<file path="src/logic/sep_pkg.sv">
/*
  Constants shared by the serial EEPROM port: register offsets in the
  peripheral register space, configuration field positions, reset values
  and the byte length of one transfer.
  Assumes a processor register port with an 8-bit address and 8-bit data.
*/
// Overview of operation
// - Enable bit routes shared pins to serial function.
// - Speed bit picks half or full oscillator rate.
// - Full duplex master, one bit in per bit out.
// - Data register write loads and starts transfer.
// - Data read returns last byte, no pin activity.
// - Transfers never stall the processor.
// - Hardware makes clock and data bits unaided.
// - Unused configuration bits ignore writes, read zero.
// - Test bit is held, software keeps it zero.
// - Reset clears all configuration bits to zero.
package sep_pkg;
  localparam logic [7:0] SEP_ADDR_DATA  = 8'h0C;  // Shift data register offset.
  localparam logic [7:0] SEP_ADDR_CFG   = 8'h0D;  // Configuration register offset.
  localparam int         SEP_CFG_EN     = 0;      // Pin enable bit position.
  localparam int         SEP_CFG_SPD    = 1;      // Rate select bit position.
  localparam int         SEP_CFG_TEST   = 4;      // Factory test bit position.
  localparam logic [7:0] SEP_CFG_WMASK  = 8'h13;  // Bits that hold written data.
  localparam logic [7:0] SEP_CFG_RESET  = 8'h00;  // Configuration after reset.
  localparam logic [7:0] SEP_DATA_RESET = 8'h00;  // Data registers after reset.
  localparam logic [3:0] SEP_XFER_BITS  = 4'h8;   // Bits in one transfer.
  localparam logic [2:0] SEP_OE_SERIAL  = 3'h3;   // Clock and data out driven, input free.
  typedef enum logic {SEP_IDLE, SEP_SHIFT} sep_state_t;  // Shifter states.
endpackage

</file>
<file path="src/logic/sep_stream_if.sv">
/*
  Valid/ready byte stream between the register front end, the two-entry
  buffer and the shifter.
  Assumes both ends run on the same clock.
*/
`timescale 1ns/1ps
interface sep_stream_if #(parameter int WIDTH = 8);
  logic             valid;  // Producer offers a word.
  logic             ready;  // Consumer can take a word.
  logic [WIDTH-1:0] data;   // The word on offer.
  modport src (output valid, output data, input ready);  // Producer side.
  modport snk (input valid, input data, output ready);   // Consumer side.
endinterface

</file>
<file path="src/logic/sep_top.sv">
/*
  Serial EEPROM master port: two processor registers, a clock divider fed
  by the sampled instruction oscillator, an eight-bit full-duplex shifter
  and the mux that shares three general port pins with the serial lines.
  Assumes the oscillator and the serial input come from outside the mclk
  domain, and that software drives chip select on its own port pin.
*/
`timescale 1ns/1ps
module sep_top (
  input  wire logic       mclk,          // System clock, 200 MHz.
  input  wire logic       reset_n,       // Asynchronous reset, active low.
  input  wire logic       inst_osc,      // Instruction oscillator, unsynchronised.
  input  wire logic [7:0] reg_addr,      // Register address.
  input  wire logic       reg_wr,        // Write strobe, one cycle.
  input  wire logic       reg_rd,        // Read strobe, one cycle.
  input  wire logic [7:0] reg_wdata,     // Write data.
  output logic      [7:0] reg_rdata,     // Read data, one cycle after strobe.
  output logic            wr_ready,      // Data writes are accepted.
  output logic            xfer_busy,     // A byte is shifting or waiting in the buffer.
  input  wire logic [2:0] gpio_out,      // Port C output values for pins 0..2.
  input  wire logic [2:0] gpio_oe,       // Port C output enables for pins 0..2.
  input  wire logic [2:0] pin_in,        // Pin levels: 0 clock, 1 out, 2 in.
  output logic      [2:0] pin_out,       // Pin drive values.
  output logic      [2:0] pin_oe         // Pin drive enables, high drives.
);
  logic [7:0]            cfg_q;          // Configuration register.
  logic [7:0]            rx_q;           // Byte caught in the last transfer.
  logic [7:0]            shreg_q;        // Shift register.
  logic [3:0]            bits_q;         // Rising edges in this transfer.
  logic                  sclk_q;         // Serial clock.
  logic                  so_q;           // Serial data out.
  logic                  div_q;          // Half-rate toggle.
  logic [2:0]            osc_q;          // Oscillator sync stages and edge memory.
  logic [1:0]            si_q;           // Serial input sync stages.
  logic                  osc_edge;       // Either oscillator edge seen.
  logic                  tick;           // Serial clock may toggle now.
  logic                  dec_data;       // Address hits data register.
  logic                  dec_cfg;        // Address hits configuration register.
  logic                  last_fall;      // Final falling edge of a transfer.
  sep_pkg::sep_state_t   state_q;        // Shifter state.
  sep_stream_if #(.WIDTH(8)) wq ();      // Writes into the buffer.
  sep_stream_if #(.WIDTH(8)) sq ();      // Buffer out to the shifter.

  // Address decoding for the two registers.
  always_comb begin
    dec_data = 1'b0;
    dec_cfg  = 1'b0;
    if (reg_addr == sep_pkg::SEP_ADDR_DATA) begin
      dec_data = 1'b1;
    end else if (reg_addr == sep_pkg::SEP_ADDR_CFG) begin
      dec_cfg = 1'b1;
    end
  end

  // A data write is handed to the buffer and the processor carries on.
  assign wq.valid = reg_wr & dec_data;
  assign wq.data  = reg_wdata;
  assign sq.ready = (state_q == sep_pkg::SEP_IDLE);

  sep_buf2 #(.WIDTH(8)) u_buf (
    .mclk    (mclk),
    .reset_n (reset_n),
    .fill    (wq),
    .drain   (sq)
  );

  // Configuration: only enable, rate and test bits hold a value.
  always_ff @(posedge mclk or negedge reset_n) begin
    if (!reset_n) begin
      cfg_q <= sep_pkg::SEP_CFG_RESET;
    end else if (reg_wr && dec_cfg) begin
      cfg_q <= reg_wdata & sep_pkg::SEP_CFG_WMASK;
    end
  end

  // Read data is registered; reads never touch the shifter.
  always_ff @(posedge mclk or negedge reset_n) begin
    if (!reset_n) begin
      reg_rdata <= sep_pkg::SEP_DATA_RESET;
    end else if (reg_rd && dec_data) begin
      reg_rdata <= rx_q;
    end else if (reg_rd && dec_cfg) begin
      reg_rdata <= cfg_q;
    end else if (reg_rd) begin
      reg_rdata <= 8'h00;
    end
  end

  // Write readiness and busy status, registered.
  always_ff @(posedge mclk or negedge reset_n) begin
    if (!reset_n) begin
      wr_ready  <= 1'b0;
      xfer_busy <= 1'b0;
    end else begin
      wr_ready  <= wq.ready & ~wq.valid;
      xfer_busy <= (state_q == sep_pkg::SEP_SHIFT) | sq.valid;
    end
  end

  // Two flip-flops bring the oscillator and serial input into mclk.
  always_ff @(posedge mclk or negedge reset_n) begin
    if (!reset_n) begin
      osc_q <= 3'h0;
      si_q  <= 2'h0;
    end else begin
      osc_q <= {osc_q[1:0], inst_osc};
      si_q  <= {si_q[0], pin_in[2]};
    end
  end

  // Each oscillator edge is a half period; normal mode uses every second one.
  assign osc_edge = osc_q[2] ^ osc_q[1];
  assign tick     = osc_edge & (cfg_q[sep_pkg::SEP_CFG_SPD] | div_q);

  always_ff @(posedge mclk or negedge reset_n) begin
    if (!reset_n) begin
      div_q <= 1'b0;
    end else if (osc_edge) begin
      div_q <= ~div_q;
    end
  end

  assign last_fall = tick & sclk_q & (bits_q == sep_pkg::SEP_XFER_BITS);

  // Shifter: load starts a transfer, rise samples, fall presents next bit.
  always_ff @(posedge mclk or negedge reset_n) begin
    if (!reset_n) begin
      state_q <= sep_pkg::SEP_IDLE;
      shreg_q <= sep_pkg::SEP_DATA_RESET;
      rx_q    <= sep_pkg::SEP_DATA_RESET;
      bits_q  <= 4'h0;
      sclk_q  <= 1'b0;
      so_q    <= 1'b0;
    end else begin
      case (state_q)
        sep_pkg::SEP_IDLE: begin
          sclk_q <= 1'b0;
          if (sq.valid) begin
            shreg_q <= sq.data;
            so_q    <= sq.data[7];
            bits_q  <= 4'h0;
            state_q <= sep_pkg::SEP_SHIFT;
          end
        end
        sep_pkg::SEP_SHIFT: begin
          if (tick) begin
            sclk_q <= ~sclk_q;
            if (!sclk_q) begin
              shreg_q <= {shreg_q[6:0], si_q[1]};
              bits_q  <= bits_q + 4'h1;
            end else if (last_fall) begin
              rx_q    <= shreg_q;
              state_q <= sep_pkg::SEP_IDLE;
            end else begin
              so_q <= shreg_q[7];
            end
          end
        end
        default: begin
          state_q <= sep_pkg::SEP_IDLE;
        end
      endcase
    end
  end

  // Pin sharing: serial lines take pins 0..2 only while enabled.
  always_ff @(posedge mclk or negedge reset_n) begin
    if (!reset_n) begin
      pin_out <= 3'h0;
      pin_oe  <= 3'h0;
    end else if (cfg_q[sep_pkg::SEP_CFG_EN]) begin
      pin_out <= {1'b0, so_q, sclk_q};
      pin_oe  <= sep_pkg::SEP_OE_SERIAL;
    end else begin
      pin_out <= gpio_out;
      pin_oe  <= gpio_oe;
    end
  end

  // Helper for the rate check: an oscillator edge passed without a tick since
  // the last tick, and that last tick came at normal rate.
  logic skip_seen_q;  // An oscillator edge went by untaken.
  logic prev_norm_q;  // The previous tick came at normal rate.

  // Cleared by every tick, set by an untaken edge; no long repetition needed.
  always_ff @(posedge mclk or negedge reset_n) begin
    if (!reset_n) begin
      skip_seen_q <= 1'b0;
      prev_norm_q <= 1'b0;
    end else if (tick) begin
      skip_seen_q <= 1'b0;
      prev_norm_q <= ~cfg_q[sep_pkg::SEP_CFG_SPD];
    end else if (osc_edge) begin
      skip_seen_q <= 1'b1;
    end
  end
endmodule

</file>
<file path="src/logic/sep_buf2.sv">
/*
  Two-entry buffer with valid and ready on both sides.
  Assumes one clock and an asynchronous active-low reset.
*/
`timescale 1ns/1ps
module sep_buf2 #(
  parameter int WIDTH = 8   // Word width.
) (
  input  wire logic  mclk,     // System clock.
  input  wire logic  reset_n,  // Asynchronous reset, active low.
  sep_stream_if.snk  fill,     // Filling side.
  sep_stream_if.src  drain     // Draining side.
);
  logic [WIDTH-1:0] mem_q [2];  // The two storage slots.
  logic             wr_q;       // Next slot to write.
  logic             rd_q;       // Next slot to read.
  logic [1:0]       cnt_q;      // Words held.
  logic             push;       // A word enters.
  logic             pop;        // A word leaves.

  // Full and empty come straight from the word count register.
  assign fill.ready  = (cnt_q != 2'h2);
  assign drain.valid = (cnt_q != 2'h0);
  assign drain.data  = mem_q[rd_q];
  assign push        = fill.valid & fill.ready;
  assign pop         = drain.valid & drain.ready;

  // Storage is written only by an accepted word.
  always_ff @(posedge mclk or negedge reset_n) begin
    if (!reset_n) begin
      mem_q[0] <= '0;
      mem_q[1] <= '0;
    end else if (push) begin
      mem_q[wr_q] <= fill.data;
    end
  end

  // Pointers and count track pushes and pops in the same cycle.
  always_ff @(posedge mclk or negedge reset_n) begin
    if (!reset_n) begin
      wr_q  <= 1'b0;
      rd_q  <= 1'b0;
      cnt_q <= 2'h0;
    end else begin
      if (push) begin
        wr_q <= ~wr_q;
      end
      if (pop) begin
        rd_q <= ~rd_q;
      end
      if (push && !pop) begin
        cnt_q <= cnt_q + 2'h1;
      end else if (pop && !push) begin
        cnt_q <= cnt_q - 2'h1;
      end
    end
  end
endmodule

</file>
<file path="config.mk">
export PLATFORM = sky130hd
export DESIGN_NAME = sep_top
export DESIGN_NICKNAME = d
export VERILOG_FILES = /design/src/logic/sep_pkg.sv /design/src/logic/sep_stream_if.sv /design/src/logic/sep_top.sv /design/src/logic/sep_buf2.sv
export SDC_FILE = /design/constraint.sdc
export NUM_CORES = 1
export LEC_CHECK = 0
export CAP_MARGIN = 20
export CORE_MARGIN = 4
export CORE_UTILIZATION = 60
export CTS_CLUSTER_DIAMETER = 30
export DETAILED_ROUTE_END_ITERATION = 10
export DONT_BUFFER_PORTS = 1
export PLACE_DENSITY = 0.76
export SLEW_MARGIN = 20
export SYNTH_ARGS = -nofsm -noshare
export SYNTH_HDL_FRONTEND = slang
export SYNTH_SLANG_ARGS = --single-unit
export TNS_END_PERCENT = 30
</file>
<file path="constraint.sdc">
create_clock -name mclk -period 1.84 [get_ports mclk]
set_input_delay 0.184 -clock mclk [delete_from_list [all_inputs] [get_ports mclk]]
set_output_delay 0.184 -clock mclk [all_outputs]
set_load 0.005 [all_outputs]
</file>
==> results of run 1 <==
==> area by class of cell <==
class	count	area share, %
clock buffers	14	5.126
clock inverters	1	0.8915
inverters	15	1.672
multi-input cells	144	31.98
flip-flops and latches	68	50.52
well taps	52	1.932
repair buffers	26	7.875
==> per-stage QoR <==
| step | std cells | hold slack [ns] | worst slack, ns | util, % |
|---|---|---|---|---|
| final | 320 | 0.01185 | 0.2128 | 74.78 |
| after CTS | 318 | 0.002070 | 0.2096 | 74.33 |
| after detailed placement | 284 | -0.1102 | 0.2121 | 65.22 |
| after global routing | 320 | 0.005743 | 0.1158 | 74.78 |
| after floorplan | 235 | -0.1116 | 0.2198 | - |
| after global placement | 284 | -0.1102 | 0.2294 | 65.22 |
==> flip-flops by register name, summed over array words and instances (netlist names), 2 cells and up <==
name         flops
reg_rdata        8
shreg_q          8
bits_q           4
u_buf.mem_q     16
cfg_q            3
pin_out          3
rx_q             8
pin_oe           3
u_buf.cnt_q      2
si_q             2
osc_q            3
==> kinds of logic after synthesis <==
family          share of synthesized area (%)
mux                                     14.91
buf+inv                                 3.358
fa+ha+maj                               1.308
compound gates                          7.544
xor+xnor                                3.053
simple gates                            10.51
flops                                   59.31
==> routing by layer <==
metal  vias up  routed length, µm
li1        869                  -
met1       890               2402
met2        53               2454
met3         7                277
met4         0                 85
met5         -                  0
==> worst paths after layout <==
path	start	cells past startpoint	slack (ns)	endpoint
worst max-delay path	bits_q[0]	6	0.21	rx_q[7]
worst min-delay path	reg_wdata[1]	1	0.01	u_buf.mem_q[1]
worst max register to register	bits_q[0]	6	0.21	rx_q[7]
worst min register to register	osc_q[0]	0	0.35	osc_q[1]
max in group asynchronous	reset_n	2	1.19	osc_q[1]
min in group asynchronous	reset_n	2	0.38	pin_oe[2]
==> critical path, stage by stage (launching register included) <==
cell and delay, ns:
dfrtp_1 0.43, inv_1 0.09, ha_1 0.15, nand4b_1 0.12, nor4_2 0.14, buf_4 0.23, mux2_2 0.35
==> power breakdown <==
part | leakage [nW] | internal (W) | switching (W)
logic | 0.628 | 0.000323 | 0.000329
clock network | 0.103 | 0.000732 | 0.000512
registers | 0.882 | 0.00171 | 0.000213
total | 1.61 | 0.00277 | 0.00105
==> placed cells by master (no fill, tap or decap), drive strengths merged, types with 6 or more instances in the layout <==
cell type	synthesis	routed
a21oi	9	9
buf	4	6
clkbuf	4	14
dfrtp	68	68
dlygate4sd3	0	20
inv	15	15
mux2	30	30
mux2i	9	9
nand2	17	17
nor2	14	14
o21ai	15	15
==> impl_metrics.csv, run 1 <==
group,metric,value,unit
synthesis,ys_seq_elements,68,
synthesis,yosys_warnings,0,
cells_and_area,seq_area,1702,µm²
clock_tree,clk_pin_slew_worst_paths,0.07,ns
synthesis,synth_area_per_cell,12.21,µm²
timing,setup_viol,0,
detailed_routing,drt-vias-per-instance,5.684,
grt,grt_use_met1,24.90,%
detailed_routing,wl_per_cell,16.31,µm
clock_tree,cts_max_path_buffers,2,
power_and_ir_drop,ir_worst_vdd,0.8004,mV
cells_and_area,design_area,3368,µm²
synthesis,synth-edff-count,0,
grt,groute.layer.met3.usage,4.567,%
detailed_routing,antenna_left,0,
place,dpl_cell_area,2938,µm²
place,gp_congestion,0.8053,
setup_path,crit_fanout,11,
setup_path,crit_path_end_kind,"flop",
timing,worstMarginPinSlew,0.3987,ns
power_and_ir_drop,power.leakage,1.612,nW
cells_and_area,n_fill_cell,316,
synthesis,syn_inst,235,
clock_tree,htreeDepth,3,
grt,gr-usage-met2,29.88,%
clock_tree,cts_hold_buf,19,
setup_path,critPathArrivalTime,1.84,ns
status,outcome,"complete, no violations",
floorplan,core-area,4504,µm²
grt,grt_pass1_vias,1889,
floorplan,die_h,77.15,µm
synthesis,ys_seq_area_share,59.31,%
place,place_hpwl,3.349,mm
cells_and_area,antenna_cells,0,
cells_and_area,area_growth,17.40,%
clock_tree,numCtsBuffers,9,
grt,grt-ovfl-total,0,
floorplan,rows,24,
floorplan,start_util,63.69,%
synthesis,synthTopCellsByArea,"dfrtp_1 59%, mux2_2 12%, mux2i_1 3.1%, o21ai_0 2.6%, nand2_1 2.2%",
timing,slew_viol_final,0,
clock_tree,cts_num_sinks,68,
cells_and_area,multi_input_comb_area,1077,µm²
floorplan,die_x,77.15,µm
clock_tree,cts_resized,0,
timing,setup-tns-final,0,ns
setup_path,crit_type,"reg2reg",
power_and_ir_drop,p_total,0.003820,W
detailed_routing,firstDrtPassIters,4,
timing,fmax,614.6,MHz
synthesis,synth_top_cells_by_count,"68 x dfrtp_1, 30 x mux2_2, 17 x nand2_1, 15 x inv_1, 15 x o21ai_0",
synthesis,yosysTopAreaCell,"dfrtp_1",
clock_tree,cts_root_buf,"clkbuf_8",
grt,grt_max_degree,69,
setup_path,startpoint_type,"flop",
detailed_routing,vias,1819,
power_and_ir_drop,powerDensity,1134,nW/µm²
detailed_routing,first_iter_violations,113,
setup_path,crit_required,2.05,ns
detailed_routing,drc,0,
run,maxCapViolations,0,
timing,fin_crit_sh,88.43,%
worst_hold_path,hold_class,"in2reg",
clock_tree,post-cts-setup-buffers,0,
clock_tree,cts_tree,"yes",
synthesis,synth_top_area_share,59.31,%
timing,rsz0062_at_grt,"no",
place,port_buffers,0,
grt,grt_most_used_layer,"met2",
grt,grt_pass1_wl,8.859,mm
clock_tree,insertion_delay,0.33,ns
grt,antenna_found_initial,0,
synthesis,synth_cell_types,35,
detailed_routing,wirelength,5.219,mm
cells_and_area,nets,297,
cells_and_area,drive_gt1_share,20.90,%
synthesis,yosysMostFrequentCell,"dfrtp_1",
synthesis,synth_nets,268,
timing,period_needed,1.627,ns
grt,track_usage,19.02,%
floorplan,ioPinCount,46,
timing,skew,0.01082,ns
timing,hold_viol_final,0,
timing,slew-limit-headroom,73.30,%
floorplan,die-area,5952,µm²
synthesis,synthesis.area,2869,µm²
synthesis,ys_async_sr_fraction,100.0,%
synthesis,synth_flop_cell,"dfrtp_1",
Note: power is estimated with default switching activity, not from simulation.
==> run 2, diff against run 1 <==
Settings changed: ABC_AREA set to 1.
==> impl_metrics.csv, run 2 <==
group,metric,value,unit
clock_tree,cts_max_path_buffers,2,
synthesis,ys_async_sr_fraction,100.0,%
floorplan,core-area,4786,µm²
clock_tree,clk_pin_slew_worst_paths,0.07,ns
cells_and_area,seq_area,1702,µm²
place,dp_cells,399,
detailed_routing,drc,0,
clock_tree,cts_num_sinks,68,
grt,grt_pass1_wl,10.21,mm
detailed_routing,wirelength,5.727,mm
synthesis,synthAdderAreaFrac,1.247,%
timing,worst_slack,0.2508,ns
timing,slew-limit-headroom,74.12,%
synthesis,synth_area_per_cell,8.959,µm²
synthesis,yosysMostFrequentCell,"nand2_1",
grt,grt_max_degree,69,
synthesis,synthesis.area,3010,µm²
clock_tree,cts_root_buf,"clkbuf_8",
floorplan,start_util,62.90,%
setup_path,crit_required,2.06,ns
grt,track_usage,20.89,%
synthesis,synth_top_family_by_area,"simple AND/OR/NAND/NOR gates",
synthesis,synthMuxAreaShare,0.7481,%
cells_and_area,fin_util,73.44,%
synthesis,ys_seq_area_share,56.53,%
cells_and_area,multi_input_comb_area,1161,µm²
timing,setup_viol,0,
floorplan,die_x,78.83,µm
synthesis,synthTopCellsByArea,"dfrtp_1 57%, nand2_1 17%, nand3_1 4.7%, inv_1 2.4%, o21ai_2 2.0%",
synthesis,synth-simple-area-share,29.14,%
detailed_routing,first_iter_violations,94,
place,gp_congestion,0.7883,
setup_path,crit_fanout,5,
cells_and_area,final_common_cell,"nand2_1",
clock_tree,htreeDepth,3,
grt,grt-ovfl-total,0,
cells_and_area,n_fill_cell,355,
detailed_routing,antenna_left,0,
synthesis,synth_top_cells_by_count,"138 x nand2_1, 68 x dfrtp_1, 28 x nand3_1, 19 x inv_1, 13 x nor2_1",
clock_tree,post-cts-setup-buffers,0,
cells_and_area,antenna_cells,0,
floorplan,die-area,6214,µm²
clock_tree,numCtsBuffers,9,
synthesis,yosysTopAreaCell,"dfrtp_1",
detailed_routing,drt-vias-per-instance,5.202,
status,outcome,"complete, no violations",
detailed_routing,vias,2263,
cells_and_area,largest_reg_flops,16,
synthesis,syn_inst,336,
clock_tree,cts_resized,0,
synthesis,synth_nets,369,
floorplan,rows,25,
cells_and_area,nets,396,
power_and_ir_drop,p_total,0.004170,W
timing,fmax,629.3,MHz
timing,fin_crit_sh,86.37,%
cells_and_area,top_register,"u_buf.mem_q",
timing,skew,0.005768,ns
synthesis,ys_seq_elements,68,
setup_path,critPathArrivalTime,1.81,ns
power_and_ir_drop,ir_worst_vdd,0.6586,mV
detailed_routing,wl_per_cell,13.17,µm
grt,grt_pass1_vias,2240,
cells_and_area,mostFrequentLayoutCells,"138 x nand2_1, 68 x dfrtp_1, 28 x nand3_1, 19 x inv_1, 19 x dlygate4sd3_1",
floorplan,ioPinCount,46,
timing,worstMarginPinSlew,0.3870,ns
timing,rsz0062_at_grt,"no",
synthesis,synth_cell_types,34,
synthesis,synth_flop_cell,"dfrtp_1",
synthesis,synth_xor_area_share,1.164,%
setup_path,startpoint_type,"flop",
cells_and_area,finalNonFillerCells,435,
run,maxCapViolations,0,
setup_path,crit_path_end_kind,"flop",
cells_and_area,area_growth,16.75,%
timing,hold_viol_final,0,
clock_tree,insertion_delay,0.34,ns
floorplan,die_h,78.83,µm
cells_and_area,drive_gt1_share,13.32,%
clock_tree,cts_tree,"yes",
setup_path,crit_type,"reg2reg",
timing,period_needed,1.589,ns
power_and_ir_drop,power.leakage,1.788,nW
synthesis,synth_top_area_share,56.53,%
detailed_routing,firstDrtPassIters,4,
timing,setup-tns-final,0,ns
synthesis,synth_compound_area_share,6.276,%
place,place_hpwl,3.855,mm
grt,antenna_found_initial,0,
power_and_ir_drop,powerDensity,1186,nW/µm²
synthesis,yosys_warnings,0,
place,dp_slack,0.2538,ns
place,port_buffers,0,
worst_hold_path,hold_class,"in2reg",
timing,slew_viol_final,0,
synthesis,synth-edff-count,0,
## run 2: cell count changes in the layout (fill, tap and decap cells not counted), sizes merged, moves of 4 or more
cell / change
mux2: -28
o21ai: +9
a21oi: -7
xnor2: -4
nand2: +127
inv: +9
mux2i: -9
and3: -5
nand3: +26
## run 2: path summary, 6_finish.rpt
kind                           startpoint        endpoint  slack, ns  cells past startpoint
min reg2reg                       si_q[0]         si_q[1]       0.35                      0
min                                reg_rd    reg_rdata[4]       0.01                      2
min in group asynchronous         reset_n      shreg_q[4]       0.41                      2
max                        u_buf.cnt_q[0]  u_buf.cnt_q[1]       0.25                      8
max in group asynchronous         reset_n  u_buf.cnt_q[0]       1.15                      2
max reg2reg                u_buf.cnt_q[0]  u_buf.cnt_q[1]       0.25                      8
## run 2: per-stage QoR
step	cell area [µm²]	hold WS, ns
2_1_floorplan	3010	-0.1116
3_3_place_gp	3065	-0.1091
3_5_place_dp	3065	-0.1089
4_1_cts	3515	0.002057
5_1_grt	3515	0.02919
6_report	3515	0.01365
## run 2: layout make-up
| type | count | area share [%] |
|---|---|---|
| flip-flops and latches | 68 | 48.42 |
| multi-input cells | 236 | 33.04 |
| repair buffers | 23 | 6.835 |
| clock buffers | 11 | 3.738 |
| clock inverters | 5 | 2.848 |
| inverters | 25 | 2.741 |
| well taps | 67 | 2.385 |
## run 2: cell families after synthesis
| logic type | after synthesis |
|---|---|
| AOI/OAI and AO/OA | 29 |
| xor gates and xnor gates | 4 |
| adders and majority gates | 3 |
| buffers and inverters | 32 |
| DFF | 68 |
| muxes | 2 |
| and+or+nand+nor | 198 |
## run 2: worst max-delay path, stage by stage (launching register included)
cell,delay (ns)
dfrtp_1,0.44
inv_2,0.12
nand2_2,0.10
nand3_2,0.10
inv_1,0.05
ha_1,0.30
a21oi_1,0.12
o21ai_0,0.11
xor2_1,0.15
## run 2: timing repair
item / in CTS / in global routing
hold buffers: 20 / 0
hold endpoints to repair: 101 / 0
setup endpoints to repair: 0 / 0
## run 2: routing by layer
metal | share of wire [%] | track usage (%)
met5 | 0 | 0
met4 | 1.7 | 8.591
met3 | 5.9 | 4.308
met2 | 49 | 33.87
met1 | 43 | 27.57
## run 2: where the power goes
group	internal (W)	switching [W]	total, W
Sequential	0.00176	0.000234	0.00199
Clock	0.000897	0.000528	0.00143
Combinational	0.000299	0.000452	0.000752
Total	0.00296	0.00121	0.00417
==> run 3, diff against run 2 <==
Settings changed: CELL_PAD_IN_SITES_DETAIL_PLACEMENT set to 0, CELL_PAD_IN_SITES_GLOBAL_PLACEMENT set to 1, CORE_UTILIZATION 60 to 47, PLACE_DENSITY 0.76 to 0.82.
==> impl_metrics.csv, run 3 (synthesis results as in run 2) <==
group,metric,value,unit
status,outcome,"complete, no violations",
floorplan,core-area,6061,µm²
clock_tree,numCtsBuffers,9,
setup_path,crit_fanout,5,
setup_path,crit_type,"reg2reg",
timing,fmax,595.9,MHz
setup_path,r2r_end,"u_buf.cnt_q[1]",
worst_hold_path,hold_start,"reg_rd",
clock_tree,post-cts-setup-buffers,0,
place,place_hpwl,3.927,mm
setup_path,crit_path_end_kind,"flop",
detailed_routing,wl_per_cell,13.05,µm
cells_and_area,area_growth,15.00,%
grt,grt_pass1_wl,9.839,mm
place,dp_cells,406,
detailed_routing,wirelength,5.769,mm
power_and_ir_drop,power.leakage,1.756,nW
clock_tree,cts_max_path_buffers,2,
detailed_routing,drc,0,
clock_tree,cts_num_sinks,68,
detailed_routing,firstDrtPassIters,4,
cells_and_area,mostFrequentLayoutCells,"138 x nand2_1, 68 x dfrtp_1, 28 x nand3_1, 19 x inv_1, 19 x dlygate4sd3_1",
place,dpl_cell_area,3068,µm²
clock_tree,cts_tree,"yes",
power_and_ir_drop,pwr-share-seq,52.4,%
detailed_routing,first_iter_violations,127,
detailed_routing,antenna_left,0,
cells_and_area,antenna_cells,0,
grt,grt_max_degree,69,
run,maxCapViolations,0,
grt,grt_pass1_vias,2094,
clock_tree,cts_resized,0,
clock_tree,htreeDepth,3,
floorplan,rows,28,
setup_path,r2r-start,"u_buf.cnt_q[0]",
detailed_routing,vias,2128,
power_and_ir_drop,powerDensity,1098,nW/µm²
setup_path,r2r_cells,8,
place,port_buffers,0,
timing,setup-tns-final,0,ns
cells_and_area,design_area,3462,µm²
cells_and_area,finalNonFillerCells,442,
power_and_ir_drop,combinationalPowerShare,19.6,%
cells_and_area,n_fill_cell,573,
timing,rsz0062_at_grt,"no",
setup_path,critPathArrivalTime,1.89,ns
setup_path,r2r_setup_slack,0.16,ns
cells_and_area,final_common_cell,"nand2_1",
power_and_ir_drop,p_total,0.003803,W
power_and_ir_drop,swShare,32.87,%
timing,slew_viol_final,0,
timing,holdWs,0.01843,ns
clock_tree,clk_pin_slew_worst_paths,0.07,ns
power_and_ir_drop,clkPwrFrac,28.0,%
clock_tree,cts_root_buf,"clkbuf_8",
grt,grt-ovfl-total,0,
floorplan,die_h,88.03,µm
power_and_ir_drop,ir_worst_vdd,0.5842,mV
timing,fin_crit_sh,91.20,%
worst_hold_path,holdPathEnd,"reg_rdata[1]",
cells_and_area,top_register,"u_buf.mem_q",
floorplan,die_x,88.03,µm
timing,hold_viol_final,0,
timing,skew,0.007756,ns
power_and_ir_drop,internal_power,0.002553,W
grt,track_usage,16.63,%
cells_and_area,largest_reg_flops,16,
cells_and_area,drive_gt1_share,13.62,%
timing,worstMarginPinSlew,0.4179,ns
detailed_routing,drt-vias-per-instance,4.814,
clock_tree,insertion_delay,0.33,ns
cells_and_area,nets,395,
timing,slew-limit-headroom,72.06,%
setup_path,startpoint_type,"flop",
grt,antenna_found_initial,0,
floorplan,start_util,49.67,%
place,gp_congestion,0.7649,
floorplan,ioPinCount,46,
worst_hold_path,hold_class,"in2reg",
power_and_ir_drop,power.switching,0.001250,W
setup_path,crit_required,2.05,ns
worst_hold_path,hold_depth,2,
timing,period_needed,1.678,ns
timing,setup_viol,0,
floorplan,die-area,7749,µm²
run 3: cell types whose count changed in the layout (fill, tap and decap cells not counted), sizes merged:
| cell | delta |
|---|---|
| clkbuf | -2 |
| clkinvlp | +1 |
| inv | +1 |
| bufinv | -3 |
| clkinv | +3 |
| buf | -1 |
run 3: routing by layer:
| layer | vias to the layer above | routed length, µm | global-route usage, % |
|---|---|---|---|
| li1 | 1120 | - | - |
| met1 | 955 | 2769 | 22.67 |
| met2 | 47 | 2660 | 26.03 |
| met4 | 0 | 59 | 6.593 |
| met5 | - | 0 | 0 |
| met3 | 6 | 280 | 3.575 |
run 3: power by group through the flow:
stage	Clock [W]	Combinational (W)	Sequential [W]
final	0.00106	0.000747	0.00199
after floorplan	0	0.000632	0.00194
after global placement	0	0.000662	0.00201
after global routing	0.00118	0.000874	0.00203
after CTS	0.00111	0.000758	0.00199
after detailed placement	0	0.000682	0.00202
run 3: worst max path at each step:
stage / startpoint / end / slack (ns) / cells past startpoint
after floorplan: u_buf.cnt_q[0] / u_buf.cnt_q[1] / 0.28 / 8
after global placement: u_buf.cnt_q[0] / u_buf.cnt_q[1] / 0.22 / 8
after detailed placement: u_buf.cnt_q[0] / u_buf.cnt_q[1] / 0.17 / 8
after CTS: u_buf.cnt_q[0] / u_buf.cnt_q[1] / 0.16 / 8
after global routing: u_buf.cnt_q[0] / u_buf.cnt_q[1] / 0.002 / 8
final: u_buf.cnt_q[0] / u_buf.cnt_q[1] / 0.16 / 8
run 3: critical path, stage by stage (launching register included):
cell and delay [ns]:
dfrtp_1 0.44, inv_2 0.12, nand2_2 0.10, nand3_2 0.16, inv_1 0.06, ha_1 0.30, a21oi_1 0.11, o21ai_0 0.11
xor2_1 0.15
run 3: layout make-up:
class / count / area [µm²] / area share, %
Sequential cell: 68 / 1702 / 49.15
Timing Repair Buffer: 22 / 232.7 / 6.722
Tap cell: 75 / 93.84 / 2.711
Inverter: 25 / 96.34 / 2.783
Clock inverter: 7 / 52.55 / 1.518
Clock buffer: 9 / 123.9 / 3.578
Multi-Input combinational cell: 236 / 1161 / 33.54
run 3: repair_timing:
action                     CTS  global route
hold endpoints to repair   101             0
hold buffers                20             0
setup endpoints to repair    0             0
run 3: per-stage QoR:
stage | utilization (%) | setup WS, ns
after floorplan | - | 0.2811
after global placement | 50.62 | 0.2236
after detailed placement | 50.62 | 0.1730
after CTS | 57.12 | 0.1613
after global routing | 57.12 | 0.001811
final | 57.12 | 0.1619
